**src/hw/cfg_mode_pkg.sv**
```systemverilog
// Shared constants, types and error-correction functions for the configuration mode controller
`default_nettype none
package cfg_mode_pkg;
   localparam int CLK_PERIOD_NS    = 8;
   localparam int TCLK_NS          = 125;
   localparam int TICK_DIV         = (TCLK_NS + CLK_PERIOD_NS - 1) / CLK_PERIOD_NS;
   localparam int PULSE_MIN_US     = 256;
   localparam int PULSE_MAX_US     = 512;
   localparam int PULSE_MIN_TICKS  = PULSE_MIN_US * 1000 / TCLK_NS;
   localparam int PULSE_MAX_TICKS  = PULSE_MAX_US * 1000 / TCLK_NS;
   localparam int LOW_CNT_W        = 13;
   localparam int REPORT_LOW_TICKS = 16;
   localparam int REPORT_HI_TICKS  = 16;
   localparam int REPORT_CNT_W     = 6;
   localparam int WRITE_CNT_W      = 12;
   localparam int SPI_FRAME_BITS   = 16;
   localparam int SPI_WRITE_BIT    = 15;
   localparam int SPI_ADDR_LSB     = 8;
   localparam int DATA_W           = 8;
   localparam int CODE_W           = 13;
   localparam int SYNC_W           = 24;
   localparam logic [DATA_W-1:0] DEAD_RST = 8'h00;

   typedef enum logic [1:0] {
      ST_NORMAL = 2'b00,
      ST_CONFIG = 2'b01,
      ST_FINISH = 2'b10,
      ST_LOAD   = 2'b11
   } mode_t;

   typedef struct packed {
      logic [2:0] high;
      logic [2:0] low;
   } gates_t;

   typedef struct packed {
      logic [DATA_W-1:0] data;
      logic              corrected;
      logic              dbl;
   } ecc_res_t;

   // Hamming code over positions 1..12 plus overall parity in the top bit
   function automatic logic [CODE_W-1:0] eccEncode(input logic [DATA_W-1:0] d);
      logic [CODE_W-1:0] c;
      int                k;
      c = '0;
      k = 0;
      for (int p = 1; p <= 12; p++) begin
         if ((p & (p - 1)) != 0) begin
            c[p-1] = d[k];
            k++;
         end
      end
      for (int b = 0; b < 4; b++) begin
         for (int p = 1; p <= 12; p++) begin
            if (p[b] && (p != (1 << b))) begin
               c[(1<<b)-1] = c[(1<<b)-1] ^ c[p-1];
            end
         end
      end
      c[12] = ^c[11:0];
      return c;
   endfunction : eccEncode

   function automatic ecc_res_t eccDecode(input logic [CODE_W-1:0] cw);
      logic [CODE_W-1:0] c;
      logic [3:0]        syn;
      logic              oddPar;
      ecc_res_t          r;
      int                k;
      c = cw;
      syn = 4'h0;
      r = '0;
      k = 0;
      for (int p = 1; p <= 12; p++) begin
         if (c[p-1]) begin
            syn = syn ^ p[3:0];
         end
      end
      oddPar = ^c;
      if (oddPar) begin
         r.corrected = 1'b1;
         if (syn != 4'h0 && syn <= 4'hc) begin
            c[syn-4'h1] = ~c[syn-4'h1];
         end else if (syn != 4'h0) begin
            r.dbl = 1'b1;
         end
      end else if (syn != 4'h0) begin
         r.dbl = 1'b1;
      end
      for (int p = 1; p <= 12; p++) begin
         if ((p & (p - 1)) != 0) begin
            r.data[k] = c[p-1];
            k++;
         end
      end
      return r;
   endfunction : eccDecode
endpackage : cfg_mode_pkg
`default_nettype wire

```
**src/hw/cfg_mode_ctrl.sv**
```systemverilog
// Mode controller: configuration request, store access, load on exit and gate control
`timescale 1ns/1ps
`default_nettype none
// What this block does
// Store words carry a code correcting single and detecting double bit errors.
// Host requests only with enable low, high inputs high, low inputs low, faults cleared.
// A fault line low pulse of 2048 to 4096 internal periods requests configuration.
// In configuration mode the serial port writes and reads the store.
// Drive enable high leaves configuration mode.
// On exit finish pending writes, then copy the whole store to working registers.
// Fault line held low while finishing writes and copying.
// Gates blocked after reset and after exit until the copy finishes.
// Direct mode: each transistor follows its own gate input.
// All high inputs high: low inputs drive bridges with programmed dead time.
// Enable low forces every gate output low.
// Drain-source and gate-source monitors are watched during operation.
// Sleep switches on the gate discharge path on every gate.
// Host brings gates low before sleep.
// Host acknowledges by holding the fault line low; checked at each falling edge.
// Acknowledge clears latched faults and releases the fault line.
// Low pulse length is counted; pulses outside the window are ignored.
module cfg_mode_ctrl #(
   parameter int DEPTH       = 16,
   parameter int WRITE_TICKS = 64
) (
   input  wire logic                       ref_clk,
   input  wire logic                       rst,
   input  wire logic                       driveEnable,
   input  wire logic                       faultIn,
   output logic                            faultOut,
   output logic                            faultOe,
   input  wire logic [2:0]                 highSideIn,
   input  wire logic [2:0]                 lowSideIn,
   input  wire logic                       spiClk,
   input  wire logic                       spiSelN,
   input  wire logic                       spiMosi,
   output logic                            spiMiso,
   output logic                            spiMisoOe,
   input  wire logic                       sleepReq,
   input  wire logic [5:0]                 drainSourceFlag,
   input  wire logic [5:0]                 gateSourceFlag,
   output var cfg_mode_pkg::gates_t        gates,
   output logic                            gateDischarge,
   output logic                            configActive,
   output logic                            faultLatched,
   output logic [DEPTH-1:0][7:0]           cfgWords
);
   localparam int AW = $clog2(DEPTH);

   logic [cfg_mode_pkg::SYNC_W-1:0]       pinRaw, sync1, sync2, sync3, pinF;
   logic                                  enF, lineLow, selN, sclkF, mosiF, sleepF;
   logic [2:0]                            hsF, lsF;
   logic [5:0]                            vdsF, vgsF;
   cfg_mode_pkg::mode_t                   stReg;
   logic [3:0]                            tickCnt;
   logic                                  tick;
   logic                                  lineLowPrev;
   logic [cfg_mode_pkg::LOW_CNT_W-1:0]    lowCnt;
   logic                                  pulseEnd, pulseOk, reqOk;
   logic [cfg_mode_pkg::REPORT_CNT_W-1:0] repCnt;
   logic                                  repLowPhase, repFall, ackDet, monHit;
   logic [cfg_mode_pkg::WRITE_CNT_W-1:0]  writeCnt;
   logic                                  writeBusy;
   logic                                  sclkPrev, selPrev;
   logic [4:0]                            bitCnt;
   logic [15:0]                           rxShift, txShift;
   logic                                  frameEnd;
   logic                                  memWe;
   logic [AW-1:0]                         memWAddr, spiAddrReg, memRAddr, loadAddrD;
   logic [cfg_mode_pkg::CODE_W-1:0]       memWData, memRData;
   cfg_mode_pkg::ecc_res_t                rdRes;
   logic                                  rdPend1, rdPend2, rdCorr, rdDbl;
   logic [7:0]                            rdData;
   logic [AW:0]                           loadIdx;
   logic                                  loadPend, loadDone, blocked, directMode;
   logic [2:0][7:0]                       deadCnt;
   logic [2:0]                            lsPrev;

   // Three-stage synchroniser; a change is taken once stages two and three agree
   assign pinRaw = {gateSourceFlag, drainSourceFlag, sleepReq, spiMosi, spiClk, spiSelN,
                    lowSideIn, highSideIn, faultIn, driveEnable};
   always_ff @(posedge ref_clk or posedge rst) begin
      if (rst) begin
         sync1 <= '0;
         sync2 <= '0;
         sync3 <= '0;
         pinF  <= '0;
      end else begin
         sync1 <= pinRaw;
         sync2 <= sync1;
         sync3 <= sync2;
         pinF  <= (sync2 & sync3) | (pinF & (sync2 | sync3));
      end
   end
   assign enF     = pinF[0];
   assign lineLow = ~pinF[1];
   assign hsF     = pinF[4:2];
   assign lsF     = pinF[7:5];
   assign selN    = pinF[8];
   assign sclkF   = pinF[9];
   assign mosiF   = pinF[10];
   assign sleepF  = pinF[11];
   assign vdsF    = pinF[17:12];
   assign vgsF    = pinF[23:18];

   // Internal clock period as an enable pulse
   always_ff @(posedge ref_clk or posedge rst) begin
      if (rst) begin
         tickCnt <= 4'h0;
      end else if (tick) begin
         tickCnt <= 4'h0;
      end else begin
         tickCnt <= tickCnt + 4'h1;
      end
   end
   assign tick = (tickCnt == 4'(cfg_mode_pkg::TICK_DIV - 1));

   // Low pulse length on the fault line, counted only while the line is not driven here
   always_ff @(posedge ref_clk or posedge rst) begin
      if (rst) begin
         lowCnt      <= '0;
         lineLowPrev <= 1'b0;
      end else begin
         lineLowPrev <= lineLow & ~faultOe;
         if (!lineLow || faultOe) begin
            lowCnt <= '0;
         end else if (tick && lowCnt != '1) begin
            lowCnt <= lowCnt + 1'b1;
         end
      end
   end
   assign pulseEnd = lineLowPrev & ~lineLow;
   assign pulseOk  = (lowCnt >= 13'(cfg_mode_pkg::PULSE_MIN_TICKS)) &&
                     (lowCnt <= 13'(cfg_mode_pkg::PULSE_MAX_TICKS));
   assign reqOk    = pulseEnd && pulseOk && !enF && (&hsF) && !(|lsF) && !faultLatched;

   // Mode sequence
   always_ff @(posedge ref_clk or posedge rst) begin
      if (rst) begin
         stReg <= cfg_mode_pkg::ST_LOAD;
      end else begin
         case (stReg)
            cfg_mode_pkg::ST_NORMAL: begin
               if (reqOk) begin
                  stReg <= cfg_mode_pkg::ST_CONFIG;
               end
            end
            cfg_mode_pkg::ST_CONFIG: begin
               if (enF) begin
                  stReg <= cfg_mode_pkg::ST_FINISH;
               end
            end
            cfg_mode_pkg::ST_FINISH: begin
               if (!writeBusy && !memWe) begin
                  stReg <= cfg_mode_pkg::ST_LOAD;
               end
            end
            cfg_mode_pkg::ST_LOAD: begin
               if (loadDone) begin
                  stReg <= cfg_mode_pkg::ST_NORMAL;
               end
            end
            default: stReg <= cfg_mode_pkg::ST_LOAD;
         endcase
      end
   end

   // Monitor faults, report pattern and acknowledge at each falling edge
   assign monHit      = (stReg == cfg_mode_pkg::ST_NORMAL) && enF && (|{vdsF, vgsF});
   assign repLowPhase = repCnt < 6'(cfg_mode_pkg::REPORT_LOW_TICKS);
   assign repFall     = tick &&
                        (repCnt == 6'(cfg_mode_pkg::REPORT_LOW_TICKS +
                                      cfg_mode_pkg::REPORT_HI_TICKS - 1));
   assign ackDet      = faultLatched && repFall && lineLow;
   always_ff @(posedge ref_clk or posedge rst) begin
      if (rst) begin
         faultLatched <= 1'b0;
         repCnt       <= '0;
      end else begin
         if (monHit) begin
            faultLatched <= 1'b1;
         end else if (ackDet) begin
            faultLatched <= 1'b0;
         end
         if (!faultLatched || repFall) begin
            repCnt <= '0;
         end else if (tick) begin
            repCnt <= repCnt + 1'b1;
         end
      end
   end

   // Fault line drive; open drain so the output level is a constant low
   always_ff @(posedge ref_clk or posedge rst) begin
      if (rst) begin
         faultOut <= 1'b0;
         faultOe  <= 1'b1;
      end else begin
         faultOut <= 1'b0;
         faultOe  <= (stReg == cfg_mode_pkg::ST_FINISH) || (stReg == cfg_mode_pkg::ST_LOAD) ||
                     (faultLatched && repLowPhase && !ackDet);
      end
   end

   // Serial port, active only in configuration mode
   assign frameEnd = (stReg == cfg_mode_pkg::ST_CONFIG) && selN && !selPrev &&
                     (bitCnt == 5'(cfg_mode_pkg::SPI_FRAME_BITS));
   always_ff @(posedge ref_clk or posedge rst) begin
      if (rst) begin
         sclkPrev  <= 1'b0;
         selPrev   <= 1'b1;
         bitCnt    <= '0;
         rxShift   <= '0;
         txShift   <= '0;
         spiMiso   <= 1'b0;
         spiMisoOe <= 1'b0;
      end else begin
         sclkPrev  <= sclkF;
         selPrev   <= selN;
         spiMisoOe <= (stReg == cfg_mode_pkg::ST_CONFIG) && !selN;
         if (stReg != cfg_mode_pkg::ST_CONFIG || selN) begin
            bitCnt <= '0;
         end else if (selPrev) begin
            txShift <= {rdDbl, rdCorr, writeBusy, 5'h00, rdData};
            spiMiso <= rdDbl;
         end else if (sclkF && !sclkPrev) begin
            rxShift <= {rxShift[14:0], mosiF};
            if (bitCnt != 5'h1f) begin
               bitCnt <= bitCnt + 5'h1;
            end
         end else if (!sclkF && sclkPrev) begin
            txShift <= {txShift[14:0], 1'b0};
            spiMiso <= txShift[14];
         end
      end
   end

   // Store write, write time and readback
   always_ff @(posedge ref_clk or posedge rst) begin
      if (rst) begin
         memWe      <= 1'b0;
         memWAddr   <= '0;
         memWData   <= '0;
         spiAddrReg <= '0;
         rdPend1    <= 1'b0;
         rdPend2    <= 1'b0;
         writeCnt   <= '0;
      end else begin
         memWe   <= frameEnd && rxShift[cfg_mode_pkg::SPI_WRITE_BIT] && !writeBusy;
         rdPend1 <= frameEnd && !rxShift[cfg_mode_pkg::SPI_WRITE_BIT];
         rdPend2 <= rdPend1;
         if (frameEnd) begin
            memWAddr   <= rxShift[cfg_mode_pkg::SPI_ADDR_LSB +: AW];
            spiAddrReg <= rxShift[cfg_mode_pkg::SPI_ADDR_LSB +: AW];
            memWData   <= cfg_mode_pkg::eccEncode(rxShift[7:0]);
         end
         if (memWe) begin
            writeCnt <= 12'(WRITE_TICKS);
         end else if (tick && writeBusy) begin
            writeCnt <= writeCnt - 12'h001;
         end
      end
   end
   assign writeBusy = (writeCnt != '0);
   assign memRAddr  = (stReg == cfg_mode_pkg::ST_LOAD) ? loadIdx[AW-1:0] : spiAddrReg;
   assign rdRes     = cfg_mode_pkg::eccDecode(memRData);

   cfg_store #(
      .AW (AW),
      .DW (cfg_mode_pkg::CODE_W)
   ) store (
      .clk   (ref_clk),
      .we    (memWe),
      .wAddr (memWAddr),
      .wData (memWData),
      .rAddr (memRAddr),
      .rData (memRData)
   );

   always_ff @(posedge ref_clk or posedge rst) begin
      if (rst) begin
         rdData <= '0;
         rdCorr <= 1'b0;
         rdDbl  <= 1'b0;
      end else if (rdPend2) begin
         rdData <= rdRes.data;
         rdCorr <= rdRes.corrected;
         rdDbl  <= rdRes.dbl;
      end
   end

   // Copy the whole store into the working registers
   assign loadDone = (loadIdx == (AW+1)'(DEPTH)) && !loadPend;
   always_ff @(posedge ref_clk or posedge rst) begin
      if (rst) begin
         loadIdx   <= '0;
         loadPend  <= 1'b0;
         loadAddrD <= '0;
         cfgWords  <= {DEPTH{cfg_mode_pkg::DEAD_RST}};
      end else begin
         loadPend  <= (stReg == cfg_mode_pkg::ST_LOAD) && (loadIdx < (AW+1)'(DEPTH));
         loadAddrD <= loadIdx[AW-1:0];
         if (stReg != cfg_mode_pkg::ST_LOAD) begin
            loadIdx <= '0;
         end else if (loadIdx < (AW+1)'(DEPTH)) begin
            loadIdx <= loadIdx + 1'b1;
         end
         if (loadPend) begin
            cfgWords[loadAddrD] <= rdRes.data;
         end
      end
   end

   // Gate outputs
   // A fresh monitor hit blocks at once, before the latch has settled
   assign blocked    = (stReg != cfg_mode_pkg::ST_NORMAL) || !enF || faultLatched || sleepF ||
                       monHit;
   assign directMode = !(&hsF);
   always_ff @(posedge ref_clk or posedge rst) begin
      if (rst) begin
         deadCnt <= '0;
         lsPrev  <= '0;
      end else begin
         lsPrev <= lsF;
         for (int i = 0; i < 3; i++) begin
            if (lsF[i] != lsPrev[i]) begin
               deadCnt[i] <= cfgWords[0];
            end else if (deadCnt[i] != 8'h00) begin
               deadCnt[i] <= deadCnt[i] - 8'h01;
            end
         end
      end
   end

   always_ff @(posedge ref_clk or posedge rst) begin
      if (rst) begin
         gates         <= '0;
         gateDischarge <= 1'b0;
         configActive  <= 1'b0;
      end else begin
         gateDischarge <= sleepF;
         configActive  <= (stReg == cfg_mode_pkg::ST_CONFIG);
         for (int i = 0; i < 3; i++) begin
            if (blocked) begin
               gates.high[i] <= 1'b0;
               gates.low[i]  <= 1'b0;
            end else if (directMode) begin
               gates.high[i] <= hsF[i];
               gates.low[i]  <= lsF[i];
            end else begin
               gates.high[i] <= !lsF[i] && (deadCnt[i] == 8'h00) && (lsF[i] == lsPrev[i]);
               gates.low[i]  <= lsF[i] && (deadCnt[i] == 8'h00) && (lsF[i] == lsPrev[i]);
            end
         end
      end
   end
endmodule : cfg_mode_ctrl
`default_nettype wire

```
**src/hw/cfg_store.sv**
```systemverilog
// Nonvolatile configuration store array with registered read data
`timescale 1ns/1ps
`default_nettype none
module cfg_store #(
   parameter int AW = 4,
   parameter int DW = 13
) (
   input  wire logic          clk,
   input  wire logic          we,
   input  wire logic [AW-1:0] wAddr,
   input  wire logic [DW-1:0] wData,
   input  wire logic [AW-1:0] rAddr,
   output logic      [DW-1:0] rData
);
   logic [DW-1:0] mem [0:(1<<AW)-1];

   always_ff @(posedge clk) begin
      if (we) begin
         mem[wAddr] <= wData;
      end
   end

   always_ff @(posedge clk) begin
      rData <= mem[rAddr];
   end
endmodule : cfg_store
`default_nettype wire

```
**config.mk**
```make
export PLATFORM = sky130hd
export DESIGN_NAME = cfg_mode_ctrl
export DESIGN_NICKNAME = d
export VERILOG_FILES = /design/src/hw/cfg_mode_pkg.sv /design/src/hw/cfg_mode_ctrl.sv /design/src/hw/cfg_store.sv
export SDC_FILE = /design/constraint.sdc
export NUM_CORES = 1
export LEC_CHECK = 0
export ABC_AREA = 1
export CAP_MARGIN = 10
export CORE_ASPECT_RATIO = 0.8
export CORE_MARGIN = 2
export CORE_UTILIZATION = 61
export CTS_CLUSTER_SIZE = 24
export DETAILED_ROUTE_END_ITERATION = 8
export DONT_BUFFER_PORTS = 1
export GPL_TIMING_DRIVEN = 0
export PLACE_DENSITY = 0.79
export SYNTH_ARGS = -nofsm -noshare
export SYNTH_HDL_FRONTEND = slang
export SYNTH_HIERARCHICAL = 1
export SYNTH_SLANG_ARGS = --single-unit
```
**constraint.sdc**
```tcl
create_clock -name ref_clk -period 31.9 [get_ports ref_clk]
set_input_delay 3.19 -clock ref_clk [delete_from_list [all_inputs] [get_ports ref_clk]]
set_output_delay 3.19 -clock ref_clk [all_outputs]
set_load 0.005 [all_outputs]
```
==> metrics <==
post-synthesis sequential area ratio=between 60% and 70%; Reg clk slew, reported paths=about 60 ps; switching power=approximately 360 uW; H-tree levels=2; first-pass GRT wire length=roughly 99,000 um; R2R Path Start=stReg[1]; Clock Path Buffers=3; synth warn=6; TritonCTS buffer count=55; post-synthesis cell type count=56; Die ar.=between 0.04 and 0.05 sq mm; WS Path Type=reg -> out; crit end category=output port; Skew-Pair Late Insertion Delay=610 ps; reg2reg path depth=9; vias per cell=approximately 5.7; WL per Instance=between 15 and 20 um; CP Launch Type=flop; number of synthesized flops with an enable pin=approximately 210; DRC=0; largest net degree at the start of global routing=~140; Worst-Margin Slew=1243 ps; FF-to-FF End=store/rData[2]; Layout Skew=about 27 ps; Post-Syn Nets=2,612; Main synth FF type=dfrtp_1; ANT nets after route=0; antenna violations before repair=0; status=finished, final reports clean; Hold Path Stages=0; Internal=approximately 1.2 mW; crit-path max FO=5; Post-Syn Area=0.02545 sq mm; Hold EP=sync2[9]; Reg area=~0.016 sq mm; share of post-route cells with drive strength above 1=under 10%; maximum VDD drop=roughly 0.05 mV; fin crit period=4406 ps; Row Count=66; Seq cells post-synth=600; max_cap viols=0; PD cells=between 50 and 60 mW/mm^2; Avg Cell Area, Syn=slightly below 10 sq um; postcts setup bufs=0; final-stage net count=roughly 2,700; async set-or-reset flop fraction in the synthesized netlist=approximately 63%; Switching Share=22.80%; core area=just over 0.04 sq mm; leakage=13.21 nW; Final HPWL DP=41,900 um; Hold Violations, Final=0; Req. time, crit path=28,710 ps; Tcrit/Tclk final=about 14%; design area=about 0.028 sq mm; Slew HR=about 17%; overall power=1.571 mW; routed wire length=approximately 63,000 um; HP Class=reg -> reg; cell count after synthesis=about 2,600; starting density of the core=just over 60%; Clock Tree Root=clkbuf_16; GR Overflow Total=0; port bufs=0; Final Setup Violations=0; r2r setup slk=~29,000 ps; post-place instance area=0.02624 sq mm; hold buffer count at cts=0; Post-CTS Resized=0; hold_sp=sync1[9]; clk sinks=600; clock network fraction of design power=between 40% and 50%; Area Overhead vs Synth=10.54%; achievable clock frequency=about 230 MHz; setup TNS=0 ps; router iterations before antenna repair=6; layout filler cell count=2,890; setup repair after global routing missed its margin=no; IO Count=approximately 170; via count=about 19,000; vias in the first global route=around 18,000; GP Congestion=0.8933; share of power burned in registers=between 50% and 60%; Initial DRC Count=2,275; arrival time at the worst endpoint=roughly 1200 ps; Hold Slack=348.5 ps; area of the multi-input gates=~0.0077 sq mm; CTS tree=yes; Comb pwr share=around 5%; Die X=around 230 um; Final Max Slew Viols=0; gr usage total=between 20 and 30%; Die Y=roughly 190 um
-- cell type report --
cell class	count	share of cell area, %
sequential	600	56.85
antenna	1	0.008894
clock buffer	80	5.803
timing repair buffer	10	0.5025
inverter	328	4.411
multi-input combinational	1561	27.37
tap	544	2.419
clock inverter	24	0.7693
buffer	78	1.863
-- how the worst max path moves through the flow --
stage	from	end	slack, ps	depth (start not counted)
finish	cfgWords[4]	cfgWords[4]	27490	0
global route	cfgWords[4]	cfgWords[4]	27500	0
CTS	faultOe	faultOe	27500	0
detailed placement	rst	cfgWords[67]	27550	2
global placement	rst	cfgWords[64]	15060	1
floorplan	rst	bitCnt[0]	18190	1
-- registers in the layout (all words and copies together), names as in the netlist, 2 cells and up --
register / count
stReg: 2
sync3: 24
gates: 6
txShift: 15
pinF: 24
writeCnt: 12
spiAddrReg: 4
loadIdx: 5
repCnt: 6
cfgWords: 128
sync1: 24
tickCnt: 4
rxShift: 16
rdData: 8
deadCnt: 24
bitCnt: 5
store/rData: 13
sync2: 24
loadAddrD: 4
lsPrev: 3
memWData: 13
lowCnt: 13
store/mem: 208
-- placed cells by master (no fill, tap or decap), types with 26 or more instances in the layout --
cell / n
edfxtp_1: 208
dfrtp_1: 375
nor3_1: 26
clkbuf_1: 32
a21oi_1: 44
nand3_1: 338
nor2_1: 117
nand2_1: 734
inv_1: 313
o21ai_0: 81
clkbuf_16: 57
buf_6: 27
-- power by group through the flow --
stage	sequential (mW)	clock, mW	combinational [mW]
after floorplan	0.837	0	0.0595
after global placement	0.840	0	0.0695
after detailed placement	0.840	0	0.0758
after CTS	0.826	0.670	0.0778
after global routing	0.828	0.702	0.0890
final	0.826	0.667	0.0782
-- cells by family after synthesis --
kind of cell / Yosys count / share of synthesized area (%)
and+or+nand+nor: 1297 / 22.62
DFF: 600 / 62.85
buffers and inverters: 406 / 6.907
AOI/OAI and AO/OA: 172 / 4.075
xor gates and xnor gates: 47 / 1.617
adders and majority gates: 43 / 1.878
other: 1 / 0.01473
muxes: 1 / 0.04424
-- through the flow --
stage | setup WS (ps) | utilization, % | std cells
after floorplan | 18190 | - | 2567
after global placement | 15060 | 63.93 | 3111
after detailed placement | 27550 | 64.18 | 3117
after CTS | 27500 | 68.71 | 3221
after global routing | 27500 | 68.82 | 3225
final | 27490 | 68.83 | 3226
-- cell usage after synthesis (4+ instances only) --
cell type / number / area [sq um]
nor2_2: 7 / 43.79
nand3_4: 11 / 192.7
nand2_4: 4 / 45.04
dfxtp_1: 13 / 260.3
a21oi_1: 44 / 220.2
buf_6: 20 / 225.2
nor4_1: 8 / 50.05
nand3_2: 17 / 170.2
nor3b_1: 6 / 45.04
a211oi_1: 4 / 30.03
ha_1: 19 / 237.7
clkbuf_1: 21 / 78.83
buf_2: 23 / 115.1
clkinv_1: 4 / 15.01
o21ai_4: 7 / 113.9
xor2_1: 23 / 201.4
nor3_1: 26 / 130.1
o211ai_1: 7 / 52.55
dfrtp_1: 375 / 9384
o22ai_1: 11 / 68.82
nor2_1: 118 / 442.9
inv_2: 9 / 33.78
xnor2_1: 24 / 210.2
buf_4: 8 / 60.06
nand4_1: 7 / 43.79
o21ai_0: 81 / 405.4
nand2_1: 734 / 2755
inv_1: 314 / 1179
dfstp_2: 4 / 105.1
maj3_1: 24 / 240.2
edfxtp_1: 208 / 6246
buf_1: 4 / 15.01
nand3_1: 338 / 1692
nand2_2: 9 / 56.30
o31ai_1: 4 / 30.03
-- metal layers --
layer	wire length (um)	vias up	track usage, %
met5	0	-	0
met4	1590	0	8.777
met3	7261	122	7.136
met2	28770	998	45.36
met1	25280	8940	41.25
li1	-	8449	-
(Power assumes the default switching activity.)
